**config.mk**
```make
export PLATFORM = sky130hd
export DESIGN_NAME = ddr3_mpr_bank
export DESIGN_NICKNAME = d
export VERILOG_FILES = /design/src/ddr3_cmd_pkg.sv /design/src/ddr3_mpr_bank.sv /design/src/mpr_beat_gen.sv
export VERILOG_INCLUDE_DIRS = /design/src
export SDC_FILE = /design/constraint.sdc
export NUM_CORES = 1
export LEC_CHECK = 0
export BUFFER_PORTS_ARGS = -buffer_cell sky130_fd_sc_hd__buf_2
export CAP_MARGIN = 40
export CORE_MARGIN = 4
export CORE_UTILIZATION = 50
export DETAILED_ROUTE_END_ITERATION = 7
export HOLD_SLACK_MARGIN = 0.02
export PLACE_DENSITY = 0.75
export SLEW_MARGIN = 20
export SYNTH_ARGS = -nofsm -noshare
export SYNTH_HDL_FRONTEND = slang
export SYNTH_SLANG_ARGS = --single-unit
export TNS_END_PERCENT = 10
```
**constraint.sdc**
```tcl
create_clock -name aclk -period 2.3 [get_ports aclk]
set_input_delay 0.115 -clock aclk [delete_from_list [all_inputs] [get_ports aclk]]
set_output_delay 0.115 -clock aclk [all_outputs]
set_load 0.05 [all_outputs]
```
**src/ddr3_cmd_map.svh**
```systemverilog
// Address, command and timing constants of the DDR3 command block
`ifndef DDR3_CMD_MAP_SVH
`define DDR3_CMD_MAP_SVH

// ----------------------------------------------------------------
// Register offsets (AXI4-Lite byte addresses)
// ----------------------------------------------------------------
`define REG_CTRL 8'h00
`define REG_MODE 8'h04
`define REG_BANK_OPEN 8'h08
`define REG_BANK_PRE 8'h0c
`define REG_ROW_SEL 8'h10
`define REG_ROW 8'h14
`define REG_LAT 8'h18

// ----------------------------------------------------------------
// Field positions
// ----------------------------------------------------------------
`define CTRL_DLL_LOCK 0
`define CTRL_REPL 1
`define MODE_MPR_EN 2
`define MODE_OTF 3
`define MR3_MPR_EN_BIT 2
`define A_AP 10
`define A_BC 12

// ----------------------------------------------------------------
// Reset values and timing
// ----------------------------------------------------------------
`define CTRL_RST 2'h1
`define LAT_RST 5'h05
`define MPR_LOC_PATTERN 2'h0
`define MPR_PATTERN 8'haa
`define TRP_NS 14
`define CLK_NS 25
`define TRP_CYC ((`TRP_NS + `CLK_NS - 1) / `CLK_NS)
`define BEAT_LAST 3'h7
`define BEAT_CHOP_LAST 2'h3
`define RESP_OK 2'h0
`define RESP_ERR 2'h2

`endif

```
**src/ddr3_cmd_pkg.sv**
```systemverilog
// Types of the DDR3 command block
`default_nettype none
package ddr3_cmd_pkg;
	typedef enum logic [2:0]
	{
		cmd_nop,
		cmd_act,
		cmd_pre,
		cmd_rd,
		cmd_wr,
		cmd_mrs
	} cmd_t;
	typedef enum logic [1:0]
	{
		bank_idle,
		bank_open,
		bank_precharging
	} bank_state_t;
	typedef enum
	{
		rd_wait,
		rd_burst
	} rd_state_t;
endpackage
`default_nettype wire

```
**src/ddr3_mpr_bank.sv**
```systemverilog
// DDR3 multi purpose register readout and per-bank row state
//
// The implementer's own choices: the placing of the registers and the AXI4-Lite register port.
`timescale 1ns/10ps
`default_nettype none
`include "ddr3_cmd_map.svh"

module ddr3_mpr_bank
(
	input wire logic aclk,
	input wire logic aresetn,
	input wire ddr3_cmd_pkg::cmd_t cmd,
	input wire logic [2:0] cmd_ba,
	input wire logic [15:0] cmd_addr,
	output logic [7:0] dq_out,
	output logic dq_oe,
	output logic array_rd,
	input wire logic [7:0] s_axi_awaddr,
	input wire logic s_axi_awvalid,
	output logic s_axi_awready,
	input wire logic [31:0] s_axi_wdata,
	input wire logic [3:0] s_axi_wstrb,
	input wire logic s_axi_wvalid,
	output logic s_axi_wready,
	output logic [1:0] s_axi_bresp,
	output logic s_axi_bvalid,
	input wire logic s_axi_bready,
	input wire logic [7:0] s_axi_araddr,
	input wire logic s_axi_arvalid,
	output logic s_axi_arready,
	output logic [31:0] s_axi_rdata,
	output logic [1:0] s_axi_rresp,
	output logic s_axi_rvalid,
	input wire logic s_axi_rready
);
	import ddr3_cmd_pkg::*;

	// ----------------------------------------------------------------
	// State
	// ----------------------------------------------------------------
	logic [1:0] ctrl_ff;
	logic mpr_en_ff;
	logic [1:0] mpr_loc_ff;
	logic otf_ff;
	logic [4:0] lat_ff;
	logic [2:0] row_sel_ff;
	bank_state_t bank_ff [8];
	logic [15:0] row_ff [8];
	logic [3:0] trp_cnt_ff [8];
	logic [31:0] pipe_ff;
	logic [31:0] upper_pipe_ff;
	logic [31:0] chop_pipe_ff;
	rd_state_t rd_state_ff;
	logic [2:0] beat_ff;
	logic [2:0] last_beat_ff;
	logic [7:0] dq_beat;
	logic [7:0] pattern;
	logic aw_held_ff;
	logic w_held_ff;
	logic [7:0] awaddr_ff;
	logic [31:0] wdata_ff;
	logic [3:0] wstrb_ff;
	logic wr_go;
	logic chop;
	logic mpr_rd;

	// ----------------------------------------------------------------
	// Mode register 3 / mode register 0 capture
	// ----------------------------------------------------------------
	// MRS: bank 3 is MR3, bank 0 is MR0; software may also set them
	always_ff @(posedge aclk)
	begin
		if (!aresetn)
		begin
			mpr_en_ff <= 1'b0;
			mpr_loc_ff <= 2'h0;
			otf_ff <= 1'b1;
		end
		else if (cmd == cmd_mrs && cmd_ba == 3'h3)
		begin
			mpr_en_ff <= cmd_addr[`MR3_MPR_EN_BIT];
			mpr_loc_ff <= cmd_addr[1:0];
		end
		else if (cmd == cmd_mrs && cmd_ba == 3'h0)
			otf_ff <= (cmd_addr[1:0] == 2'h1);
		else if (wr_go && awaddr_ff == `REG_MODE && wstrb_ff[0])
		begin
			mpr_en_ff <= wdata_ff[`MODE_MPR_EN];
			mpr_loc_ff <= wdata_ff[1:0];
			otf_ff <= wdata_ff[`MODE_OTF];
		end
	end

	// ----------------------------------------------------------------
	// Bank row state
	// ----------------------------------------------------------------
	genvar b;
	generate
		for (b = 0; b < 8; b = b + 1)
		begin : banks
			logic hit_act;
			logic hit_pre;
			assign hit_act = (cmd == cmd_act) && (cmd_ba == 3'(b));
			assign hit_pre = (cmd == cmd_pre) &&
				(cmd_addr[`A_AP] || cmd_ba == 3'(b));
			always_ff @(posedge aclk)
			begin
				if (!aresetn)
				begin
					bank_ff[b] <= bank_idle;
					row_ff[b] <= 16'h0000;
					trp_cnt_ff[b] <= 4'h0;
				end
				else if (hit_pre)
				begin
					// Any state accepts it; the period restarts here
					bank_ff[b] <= bank_precharging;
					trp_cnt_ff[b] <= 4'(`TRP_CYC);
				end
				else if (hit_act)
				begin
					bank_ff[b] <= bank_open;
					row_ff[b] <= cmd_addr;
				end
				else if (bank_ff[b] == bank_precharging)
				begin
					if (trp_cnt_ff[b] <= 4'h1)
						bank_ff[b] <= bank_idle;
					trp_cnt_ff[b] <= trp_cnt_ff[b] - 4'h1;
				end
			end
		end
	endgenerate

	// ----------------------------------------------------------------
	// Read command decode and latency pipe
	// ----------------------------------------------------------------
	// A12 picks the burst length only when on-the-fly chop is on
	assign chop = otf_ff ? !cmd_addr[`A_BC] : 1'b0;
	// Only A2 and A12 matter; bank and other column bits ignored
	assign mpr_rd = (cmd == cmd_rd) && mpr_en_ff;

	always_ff @(posedge aclk)
	begin
		if (!aresetn)
		begin
			pipe_ff <= 32'h0;
			chop_pipe_ff <= 32'h0;
			upper_pipe_ff <= 32'h0;
		end
		else
		begin
			pipe_ff <= {pipe_ff[30:0], mpr_rd};
			chop_pipe_ff <= {chop_pipe_ff[30:0], chop};
			// Upper nibble first only for a chopped read with A2 high
			upper_pipe_ff <= {upper_pipe_ff[30:0], chop && cmd_addr[2]};
		end
	end

	// ----------------------------------------------------------------
	// Beat sequencer
	// ----------------------------------------------------------------
	// Reserved locations read as the defined pattern location
	assign pattern = `MPR_PATTERN;

	mpr_beat_gen u_beat
	(
		.pattern(pattern),
		.beat(beat_ff),
		.replicate(ctrl_ff[`CTRL_REPL]),
		.dq(dq_beat)
	);

	always_ff @(posedge aclk)
	begin
		if (!aresetn)
		begin
			rd_state_ff <= rd_wait;
			beat_ff <= 3'h0;
			last_beat_ff <= 3'h0;
			dq_oe <= 1'b0;
			dq_out <= 8'h00;
		end
		else
		begin
			case (rd_state_ff)
				rd_wait:
				begin
					dq_oe <= 1'b0;
					dq_out <= 8'h00;
					if (pipe_ff[lat_ff])
					begin
						rd_state_ff <= rd_burst;
						beat_ff <= {upper_pipe_ff[lat_ff], 2'h0};
						last_beat_ff <= chop_pipe_ff[lat_ff] ?
							{upper_pipe_ff[lat_ff], `BEAT_CHOP_LAST} : `BEAT_LAST;
					end
				end
				rd_burst:
				begin
					dq_oe <= 1'b1;
					dq_out <= dq_beat;
					beat_ff <= beat_ff + 3'h1;
					if (beat_ff == last_beat_ff)
						rd_state_ff <= rd_wait;
				end
				default:
					rd_state_ff <= rd_wait;
			endcase
		end
	end

	// Non-MPR reads go to the array
	always_ff @(posedge aclk)
	begin
		if (!aresetn)
			array_rd <= 1'b0;
		else
			array_rd <= (cmd == cmd_rd) && !mpr_en_ff;
	end

	// ----------------------------------------------------------------
	// AXI4-Lite write channel
	// ----------------------------------------------------------------
	assign wr_go = aw_held_ff && w_held_ff && !s_axi_bvalid;

	always_ff @(posedge aclk)
	begin
		if (!aresetn)
		begin
			aw_held_ff <= 1'b0;
			w_held_ff <= 1'b0;
			awaddr_ff <= 8'h00;
			wdata_ff <= 32'h0;
			wstrb_ff <= 4'h0;
			s_axi_awready <= 1'b0;
			s_axi_wready <= 1'b0;
			s_axi_bvalid <= 1'b0;
			s_axi_bresp <= `RESP_OK;
		end
		else
		begin
			s_axi_awready <= !aw_held_ff && !s_axi_awready && s_axi_awvalid;
			s_axi_wready <= !w_held_ff && !s_axi_wready && s_axi_wvalid;
			if (s_axi_awvalid && s_axi_awready)
			begin
				aw_held_ff <= 1'b1;
				awaddr_ff <= s_axi_awaddr;
			end
			if (s_axi_wvalid && s_axi_wready)
			begin
				w_held_ff <= 1'b1;
				wdata_ff <= s_axi_wdata;
				wstrb_ff <= s_axi_wstrb;
			end
			if (wr_go)
			begin
				aw_held_ff <= 1'b0;
				w_held_ff <= 1'b0;
				s_axi_bvalid <= 1'b1;
				if (awaddr_ff == `REG_CTRL || awaddr_ff == `REG_MODE ||
					awaddr_ff == `REG_ROW_SEL || awaddr_ff == `REG_LAT)
					s_axi_bresp <= `RESP_OK;
				else
					s_axi_bresp <= `RESP_ERR;
			end
			else if (s_axi_bvalid && s_axi_bready)
				s_axi_bvalid <= 1'b0;
		end
	end

	// Software control registers
	always_ff @(posedge aclk)
	begin
		if (!aresetn)
		begin
			ctrl_ff <= `CTRL_RST;
			lat_ff <= `LAT_RST;
			row_sel_ff <= 3'h0;
		end
		else if (wr_go && wstrb_ff[0])
		begin
			if (awaddr_ff == `REG_CTRL)
				ctrl_ff <= wdata_ff[1:0];
			else if (awaddr_ff == `REG_ROW_SEL)
				row_sel_ff <= wdata_ff[2:0];
			else if (awaddr_ff == `REG_LAT)
				lat_ff <= wdata_ff[4:0];
		end
	end

	// ----------------------------------------------------------------
	// AXI4-Lite read channel
	// ----------------------------------------------------------------
	always_ff @(posedge aclk)
	begin
		if (!aresetn)
		begin
			s_axi_arready <= 1'b0;
			s_axi_rvalid <= 1'b0;
			s_axi_rdata <= 32'h0;
			s_axi_rresp <= `RESP_OK;
		end
		else
		begin
			s_axi_arready <= !s_axi_arready && !s_axi_rvalid && s_axi_arvalid;
			if (s_axi_arvalid && s_axi_arready)
			begin
				s_axi_rvalid <= 1'b1;
				s_axi_rresp <= `RESP_OK;
				if (s_axi_araddr == `REG_CTRL)
					s_axi_rdata <= {30'h0, ctrl_ff};
				else if (s_axi_araddr == `REG_MODE)
					s_axi_rdata <= {28'h0, otf_ff, mpr_en_ff, mpr_loc_ff};
				else if (s_axi_araddr == `REG_BANK_OPEN)
					s_axi_rdata <= {24'h0,
						bank_ff[7] == bank_open, bank_ff[6] == bank_open,
						bank_ff[5] == bank_open, bank_ff[4] == bank_open,
						bank_ff[3] == bank_open, bank_ff[2] == bank_open,
						bank_ff[1] == bank_open, bank_ff[0] == bank_open};
				else if (s_axi_araddr == `REG_BANK_PRE)
					s_axi_rdata <= {24'h0,
						bank_ff[7] == bank_precharging, bank_ff[6] == bank_precharging,
						bank_ff[5] == bank_precharging, bank_ff[4] == bank_precharging,
						bank_ff[3] == bank_precharging, bank_ff[2] == bank_precharging,
						bank_ff[1] == bank_precharging, bank_ff[0] == bank_precharging};
				else if (s_axi_araddr == `REG_ROW_SEL)
					s_axi_rdata <= {29'h0, row_sel_ff};
				else if (s_axi_araddr == `REG_ROW)
					s_axi_rdata <= {16'h0, row_ff[row_sel_ff]};
				else if (s_axi_araddr == `REG_LAT)
					s_axi_rdata <= {27'h0, lat_ff};
				else
				begin
					s_axi_rdata <= 32'h0;
					s_axi_rresp <= `RESP_ERR;
				end
			end
			else if (s_axi_rvalid && s_axi_rready)
				s_axi_rvalid <= 1'b0;
		end
	end
endmodule
`default_nettype wire

```
**src/mpr_beat_gen.sv**
```systemverilog
// Beat selection and lane fan-out for multi purpose register reads
`timescale 1ns/10ps
`default_nettype none
`include "ddr3_cmd_map.svh"

module mpr_beat_gen
(
	input wire logic [7:0] pattern,
	input wire logic [2:0] beat,
	input wire logic replicate,
	output logic [7:0] dq
);
	logic bit_val;

	// Beat n reads bit n: beat 0 is the LSB
	assign bit_val = pattern[beat];

	// Lane 0 carries the bit; upper lanes copy it or stay low
	assign dq[0] = bit_val;
	genvar g;
	generate
		for (g = 1; g < 8; g = g + 1)
		begin : lanes
			assign dq[g] = replicate ? bit_val : 1'b0;
		end
	endgenerate
endmodule
`default_nettype wire

```
# Yosys cells after proc, flatten, opt, wreduce, memory -nomap -nowiden
# Memory sizes are Yosys's and may differ from the RTL's. A register that Yosys moved wholly into a read port is not among the register bits.
# Index checks and enable logic that the tools add are counted.
# totals
reg_bits	215
input_bits	81
elab_cells	461
ram_bits	176
memories	4
output_inout_bits	51
mem_bits_ro	8
# memory_table
memory	words	width	rd	rd_ports_with_merged_regs	wr	line	rtl
row_ff	8	16	1	1	8	ddr3_mpr_bank.sv:48	logic [15:0] row_ff [8];
trp_cnt_ff	8	4	8	0	8	ddr3_mpr_bank.sv:49	logic [3:0] trp_cnt_ff [8];
bank_ff	8	2	8	0	8	ddr3_mpr_bank.sv:47	bank_state_t bank_ff [8];
(no name shown)	8	1	1	1	0	mpr_beat_gen.sv:16	assign bit_val = pattern[beat];
# op_classes
n_eq_ne	42
n_reduce_logical	75
add_sub_neg	9
mux	241
n_bitwise	52
magnitude_cmp	10
# op_table
operator	count
16-bit two-way mux	14
1-bit two-way mux	160
2-bit two-way mux	35
32-bit two-way mux	2
4-bit two-way mux	16
32-bit case mux with 2 select lines	1
1-bit bitwise OR	48
8-bit by 5-bit equality test with 1-bit output (second input constant)	5
1-bit logical AND	37
32-bit by 1-bit equality test with 1-bit output (second input constant)	1
4-bit by 1-bit less-or-equal comparator with 1-bit output (second input constant)	8
32-bit logical NOT	1
4-bit by 1-bit subtractor with 4-bit output (second input constant)	8
2-bit by 1-bit equality test with 1-bit output (second input constant)	9
3-bit two-way mux	6
2-bit equality test (second input constant)	8
8-bit by 3-bit equality test with 1-bit output (second input constant)	2
8-bit by 4-bit equality test with 1-bit output (second input constant)	2
8-bit logical NOT	2
8-bit case mux with 2 select lines	1
1-bit binary-select mux with 5-bit select	3
3-bit equality test (second input constant)	5
3-bit by 2-bit equality test with 1-bit output (second input constant)	4
2-bit AND reduction	6
other kinds (17)	45

# Depth between registers and ports, before layout
# Gate-level depths: netlist (run 1).
# depth
depth_word	9
ltp_mapped	9
mapped_depth_nobuf	6

# By module
# From an unflattened synthesis (run 1), not the netlist that was laid out.
# unflattened
hier_cells	1320
area_unflattened_um2	15160.8
# by_module_without_submodules
mod	cells_each	seq_area_each_um2	area_per_inst_um2	instances
ddr3_mpr_bank	1304	8648.3	15026.9	1
mpr_beat_gen	16	0.0	133.9	1

# Worst setup path before layout (run 1)
# Ideal clock, no wire load.
# synth_path
path_type	register to register
start	register with a tool-made name
end	register s_axi_rdata[14]
setup_time_ns	0.128
required_time_ns	2.172
arrival_time_ns	1.678
stages_incl_launch_ff	8
slack_ns	0.495
n_path_buf	3
cell_sequence	dfxtp_1 > buf_2 > buf_6 > buf_4 > mux4_2 > mux2i_1 > a2bb2oi_1 > nor2_1
# synth_lines
element	line	rtl
to (signal assigned)	ddr3_mpr_bank.sv:312	s_axi_rdata <= {30'h0, ctrl_ff};
to (signal assigned)	ddr3_mpr_bank.sv:314	s_axi_rdata <= {28'h0, otf_ff, mpr_en_ff, mpr_loc_ff};
to (signal assigned)	ddr3_mpr_bank.sv:316	s_axi_rdata <= {24'h0,
to (decl)	ddr3_mpr_bank.sv:31	output logic [31:0] s_axi_rdata,

# Worst setup path in the final report (run 1)
# layout_path
start	register lat_ff[2]
end	register beat_ff[1]
# layout_via
elab_chain_len	4
# layout_rtl
element	line	rtl
from (decl)	ddr3_mpr_bank.sv:45	logic [4:0] lat_ff;
from (signal assigned)	ddr3_mpr_bank.sv:278	lat_ff <= `LAT_RST;
from (signal assigned)	ddr3_mpr_bank.sv:288	lat_ff <= wdata_ff[4:0];
1-bit binary-select mux with 5-bit select	ddr3_mpr_bank.sv:191	if (pipe_ff[lat_ff])
1-bit two-way mux (implied by the code)	ddr3_mpr_bank.sv:191	
2-bit != test (no line)	--	
2-bit AND reduction (no line)	--	
to (signal assigned)	ddr3_mpr_bank.sv:194	beat_ff <= {upper_pipe_ff[lat_ff], 2'h0};
to (signal assigned)	ddr3_mpr_bank.sv:203	beat_ff <= beat_ff + 3'h1;
to (decl)	ddr3_mpr_bank.sv:54	logic [2:0] beat_ff;
# Every way passes these cells. The select of a mux whose other input is x is not followed.
# A chain may end at the register's enable or synchronous reset.

==> results of run 1 <==
## cells by family (layout without fill, tap and decap cells)
family | count (synthesis) | after routing | synth area share (%)
XOR/XNOR | 18 | 18 | 1.06
adder cells (fa/ha/maj) | 17 | 17 | 1.42
other | 1 | 20 | 0.0251
flip-flops | 339 | 339 | 57.2
multiplexers | 107 | 107 | 10.5
buffers and inverters | 118 | 254 | 3.97
AND/OR/NAND/NOR | 564 | 564 | 20.7
AO/OA/AOI/OAI | 119 | 119 | 5.09
## repair_timing
| action | in CTS | in global routing |
|---|---|---|
| hold buffers | 52 | 0 |
| hold endpoints to repair | 119 | 0 |
| setup buffers | 0 | 0 |
## path summary, 6_finish.rpt
path	start	to
worst max register to register	lat_ff[2]	beat_ff[1]
worst max-delay path	lat_ff[2]	beat_ff[1]
worst min register to register	mpr_en_ff	array_rd
worst min-delay path	s_axi_araddr[4]	s_axi_rdata[2]
## per-layer routing
layer / routed length (µm) / track usage [%] / part of all wire [%] / vias to the layer above
met1: 13900 / 27.4 / 40 / 4990
met4: 1160 / 7.74 / 3.4 / 2
met2: 17100 / 35.3 / 49 / 386
li1: - / - / - / 4752
met3: 2490 / 3.54 / 7.2 / 88
met5: 7 / 0 / 0.020 / -
## cell type report
class / count / area, µm²
clock buffers: 48 / 1020
well taps: 390 / 488
flip-flops and latches: 339 / 8550
multi-input cells: 843 / 5860
clock inverters: 16 / 126
inverters: 24 / 90.1
repair buffers: 166 / 1250
diodes: 2 / 5.00
fillers: 2348 / 12200
## metrics by stage
step / std cells / area [µm²]
2_1_floorplan: 1300 / 15000
3_3_place_gp: 1710 / 15700
3_5_place_dp: 1710 / 15700
4_1_cts: 1826 / 17400
5_1_grt: 1828 / 17400
6_report: 1828 / 17400
## cells in the final DEF (no fill, tap or decap), types with 26 or more instances in the layout
cell,instances
nand2_1,89
nand3_1,39
mux4_2,40
edfxtp_1,176
and3_1,37
nor2_1,108
dfxtp_1,161
and2_1,195
buf_4,26
clkbuf_16,37
dlygate4sd3_1,52
mux2i_1,64
a21oi_1,44
buf_2,82
## registers in the layout, indices dropped and copies added (netlist names), 2 cells and up, named ones only
register / cells
awaddr_ff: 8
bank_ff: 16
beat_ff: 3
chop_pipe_ff: 32
ctrl_ff: 2
dq_out: 2
last_beat_ff: 2
lat_ff: 5
mpr_loc_ff: 2
pipe_ff: 32
row_ff: 128
row_sel_ff: 3
s_axi_rdata: 16
trp_cnt_ff: 32
upper_pipe_ff: 32
wdata_ff: 5
## worst max-delay path, delay by kind of cell, from the launching register on
family | cells | cell delay (ps)
AND/OR/NAND/NOR | 4 | 1100
flip-flops | 1 | 570
AO/OA/AOI/OAI | 2 | 270
## power by group through the flow
| stage | registers [µW] | clock network [µW] | logic [µW] |
|---|---|---|---|
| 2_1_floorplan | 6800 | 0 | 540 |
| 3_3_place_gp | 6800 | 0 | 746 |
| 3_5_place_dp | 6820 | 0 | 766 |
| 4_1_cts | 6690 | 5690 | 834 |
| 5_1_grt | 6710 | 5920 | 916 |
| 6_report | 6690 | 5590 | 843 |
==> flow_metrics.tcl, run 1 <==
set metrics [dict create \
    yosys.cell_count.top_type "and2_1" \
    routed_wl_mm 34.6 \
    grt_overflow 0 \
    setup_tns_ps 0 \
    drive_gt1_share_pct 15.9 \
    die_area_um2 32700 \
    p_leak_uw 0.00662 \
    setup_viol 0 \
    synth_area_leaders "edfxtp_1, dfxtp_1, and2_1" \
    clockBufferDepth 3 \
    async_flop_share_pct 0 \
    die_w_um 181 \
    area_growth_pct 16.4 \
    initial_core_util_pct 50.5 \
    crit_arrival_ps 2470 \
    ioPinCount 132 \
    power_frac_clock_pct 42.6 \
    yosysUniqueCellTypes 68 \
    ant_nets 0 \
    routed_via_density 5.59 \
    die_h_um 181 \
    portBuffers 83 \
    p_per_area_nw_per_um2 755 \
    post-place-ws_ps 287 \
    status "complete, no violations" \
    clkTransAtPathRegs_ps 60 \
    cts_buffers 36 \
    finClkSkew_ps 26.5 \
    fmax_mhz 496 \
    seq_power_share_pct 51.0 \
    via_count 10218 \
    first_global_vias 10286 \
    cp_cell_sequence "nor2b_1, a22oi_1, nand3_1, nand2_2, or4b_1, a21oi_1" \
    synth_top_area_share_pct 35.4 \
    cts_root_buffer "clkbuf_16" \
    comb_power_share_pct 6.4 \
    synthTopCellsByCount "and2_1, edfxtp_1, dfxtp_1" \
    cap_violations 0 \
    cts_tree "built" \
    p_switching_uw 3000 \
    p_int_uw 10100 \
    rsz0062_at_grt "false" \
    peakVddDrop_uv 585 \
    grt_max_degree 127 \
    end_kind "flip-flop" \
    fin_ws_ps 284 \
    holdWs_ps 45.3 \
    yosysTopAreaCell "edfxtp_1" \
    post-route-drc-count 0 \
    syn_avg_cell_area_um2 11.6 \
    cp_slowest_stage_delay_ps 570 \
    p_sw_share_pct 22.8 \
    r2r_slack_ps 280 \
    ys_ff_latch 339 \
    ys.warnings.count 0 \
    hp-class "primary input to flip-flop" \
    min_period_over_period_pct 87.7 \
    total_power_uw 13100 \
    nets 1508 \
    drt_first_pass_iters 5 \
    drv_slew 0 \
    min_path_cells 3 \
    dp_hpwl_mm 21.6 \
    cts_resized 0 \
    yosysSeqAreaShare_pct 57.2 \
    grt_pass1_wl_mm 55.3 \
    global_route.usage.total_pct 21.0 \
    syn-instance-count 1283 \
    reg2reg_depth 6 \
    clock_latency_ps 530 \
    critPathSlowestCell "dfxtp_1" \
    required_ps 2750 \
    crit_type "flip-flop to flip-flop" \
    finalHoldViolCount 0 \
    period_needed_ps 2020 \
    antenna_found_initial 3 \
    synth_area_um2 14900 \
    h-tree-depth 2 \
    crit_path_start_kind "flip-flop" \
    ys.flop_type "edfxtp_1" \
    placementRows 63 \
    crit_fanout 11 \
    clkSinkCount 339 \
    wl_per_cell_um 18.9 \
    utilization_pct 58.8 \
    synth-edff-count 176 \
    relSlewSlack_pct 55.3 \
    worst_pin_slew_ps 670 \
    dr.first_iter.drc_count 1101 \
    core_area_um2 29600 \
    gp_congestion 0.835 \
]
(Power assumes the default switching activity.)
==> run 2, diff against run 1 <==
--- a/config.mk
+++ b/config.mk
@@ -12,7 +12,7 @@
 export CORE_UTILIZATION = 50
 export DETAILED_ROUTE_END_ITERATION = 7
 export HOLD_SLACK_MARGIN = 0.02
-export PLACE_DENSITY = 0.75
+export PLACE_DENSITY = 0.71
 export SLEW_MARGIN = 20
 export SYNTH_ARGS = -nofsm -noshare
 export SYNTH_HDL_FRONTEND = slang
==> constraint.sdc (replaced) <==
create_clock -name aclk -period 2.3 [get_ports aclk]
set_input_delay 0.23 -clock aclk [delete_from_list [all_inputs] [get_ports aclk]]
set_output_delay 0.23 -clock aclk [all_outputs]
set_load 0.05 [all_outputs]
==> flow_metrics.tcl, run 2 (synthesis gave the netlist of run 1 again) <==
set metrics [dict create \
    min_period_over_period_pct 87.5 \
    die_w_um 181 \
    cap_violations 0 \
    grt_overflow 0 \
    reg2reg_to "s_axi_rdata[14]" \
    p_switching_uw 2930 \
    routed_via_density 5.44 \
    dp_hpwl_mm 21.7 \
    h-tree-depth 2 \
    final_cell_mix "and2_1, edfxtp_1, dfxtp_1" \
    final_common_cell "and2_1" \
    crit_fanout 15 \
    total_power_uw 13100 \
    die_area_um2 32700 \
    relSlewSlack_pct 59.7 \
    period_needed_ps 2010 \
    required_ps 2720 \
    drive_gt1_share_pct 16.5 \
    fillCellCount 2414 \
    die_h_um 181 \
    placementRows 63 \
    met3_usage_pct 3.44 \
    drv_slew 0 \
    wl_per_cell_um 18.5 \
    ant_nets 0 \
    critPathSlowestCell "mux4_2" \
    reg2reg_depth 6 \
    cp_cell_sequence "buf_12, buf_4, mux4_2, mux2i_1, a2bb2oi_1, nor2_1" \
    min_from "cmd_addr[6]" \
    setup_tns_ps 0 \
    fmax_mhz 497 \
    min_to "row_ff[1][6]" \
    clkTransAtPathRegs_ps 60 \
    comb_power_share_pct 6.1 \
    cp_slowest_stage_delay_ps 500 \
    clockBufferDepth 3 \
    finClkSkew_ps 17.6 \
    power_frac_clock_pct 42.9 \
    dr.first_iter.drc_count 834 \
    critPathBufInv 2 \
    rsz0062_at_grt "false" \
    p_per_area_nw_per_um2 768 \
    cts_buffers 37 \
    grt_max_degree 150 \
    p_int_uw 10200 \
    routed_wl_mm 33.3 \
    crit_type "flip-flop to flip-flop" \
    initial_core_util_pct 50.5 \
    r2r_slack_ps 290 \
    finalHoldViolCount 0 \
    worst_pin_slew_ps 602 \
    p_leak_uw 0.00655 \
    gp_congestion 0.840 \
    clock_latency_ps 530 \
    setup_viol 0 \
    core_area_um2 29600 \
    portBuffers 83 \
    end_kind "flip-flop" \
    nets 1482 \
    antenna_found_initial 3 \
    crit_path_start_kind "flip-flop" \
    peakVddDrop_uv 536 \
    cts_root_buffer "clkbuf_16" \
    seq_power_share_pct 51.0 \
    cts_tree "built" \
    grt_pass1_wl_mm 53.3 \
    post-route-drc-count 0 \
    cp_top_family "multiplexers" \
    area_growth_pct 14.5 \
    first_global_vias 9980 \
    p_sw_share_pct 22.3 \
    drt_first_pass_iters 5 \
    grt_busiest_layer "met2" \
    status "complete, no violations" \
    hp-class "primary input to flip-flop" \
    crit_arrival_ps 2430 \
    largest_register_ff_count 128 \
    cts_resized 0 \
    global_route.usage.total_pct 20.2 \
    clkSinkCount 339 \
    use_met2_pct 34.1 \
    min_path_cells 2 \
    via_count 9820 \
    use_met1_pct 26.7 \
    ioPinCount 132 \
    regMostFlops "row_ff" \
]
run 2: cell count changes in the layout (fill, tap and decap cells not counted), moves of 2 or more:
cell           before  now
buf_12              6    4
buf_4              26   34
clkbuf_1            6   14
clkbuf_4            0    2
clkbuf_8            5    7
clkinv_1            5    0
clkinvlp_4          2    0
dlygate4sd3_1      52   19
inv_6               2    0
run 2: how the worst max path moves through the flow:
stage	endpoint	cells past startpoint	start	slack, ps
6_report	s_axi_rdata[14]	6	flip-flop	290
3_5_place_dp	s_axi_rdata[14]	6	flip-flop	280
3_3_place_gp	s_axi_rdata[14]	6	flip-flop	310
5_1_grt	beat_ff[1]	7	lat_ff[2]	130
4_1_cts	s_axi_rdata[14]	6	flip-flop	260
2_1_floorplan	trp_cnt_ff[1][0]	6	cmd_ba[0]	420
run 2: routing by layer:
layer  wire (µm)  part of all wire (%)
met1       14300                    43
met2       16200                    49
met3        1980                   6.0
met4         833                   2.5
met5           0                     0
run 2: timing repair:
action / 4_1_cts / 5_1_grt
hold buffers: 19 / 0
setup buffers: 0 / 0
hold endpoints to repair: 19 / 0
run 2: worst register-to-register path: cells and delay by family, from the launching register on:
kind | cells | cell delay, ps
mux | 2 | 740
buf+inv | 2 | 430
compound gates | 1 | 210
flops | 1 | 480
simple gates | 1 | 60
run 2: power by group through the flow:
| stage | sequential (µW) | combinational [µW] | clock (µW) |
|---|---|---|---|
| CTS | 6690 | 802 | 5740 |
| floorplan | 6800 | 540 | 0 |
| global route | 6710 | 877 | 6020 |
| finish | 6690 | 802 | 5640 |
| global placement | 6800 | 754 | 0 |
| detailed placement | 6820 | 772 | 0 |
run 2: metrics by stage:
| stage | area (µm²) | hold WS [ps] | std cells | setup WS (ps) | utilization, % |
|---|---|---|---|---|---|
| 3_3_place_gp | 15700 | 425 | 1716 | 314 | 53.2 |
| 4_1_cts | 17100 | 46.5 | 1801 | 262 | 57.8 |
| 6_report | 17100 | 63.4 | 1804 | 286 | 57.8 |
| 3_5_place_dp | 15700 | 432 | 1716 | 277 | 53.2 |
| 5_1_grt | 17100 | 54.4 | 1804 | 131 | 57.8 |
| 2_1_floorplan | 15000 | 309 | 1300 | 423 | - |
run 2: cell type report:
type	instances	area (µm²)	share of cell area, %
flip-flops and latches	339	8550	50.0
multi-input cells	843	5860	34.3
clock buffers	61	1110	6.52
repair buffers	139	936	5.47
well taps	390	488	2.85
inverters	24	90.1	0.527
clock inverters	5	51.3	0.300
diodes	3	7.51	0.0439
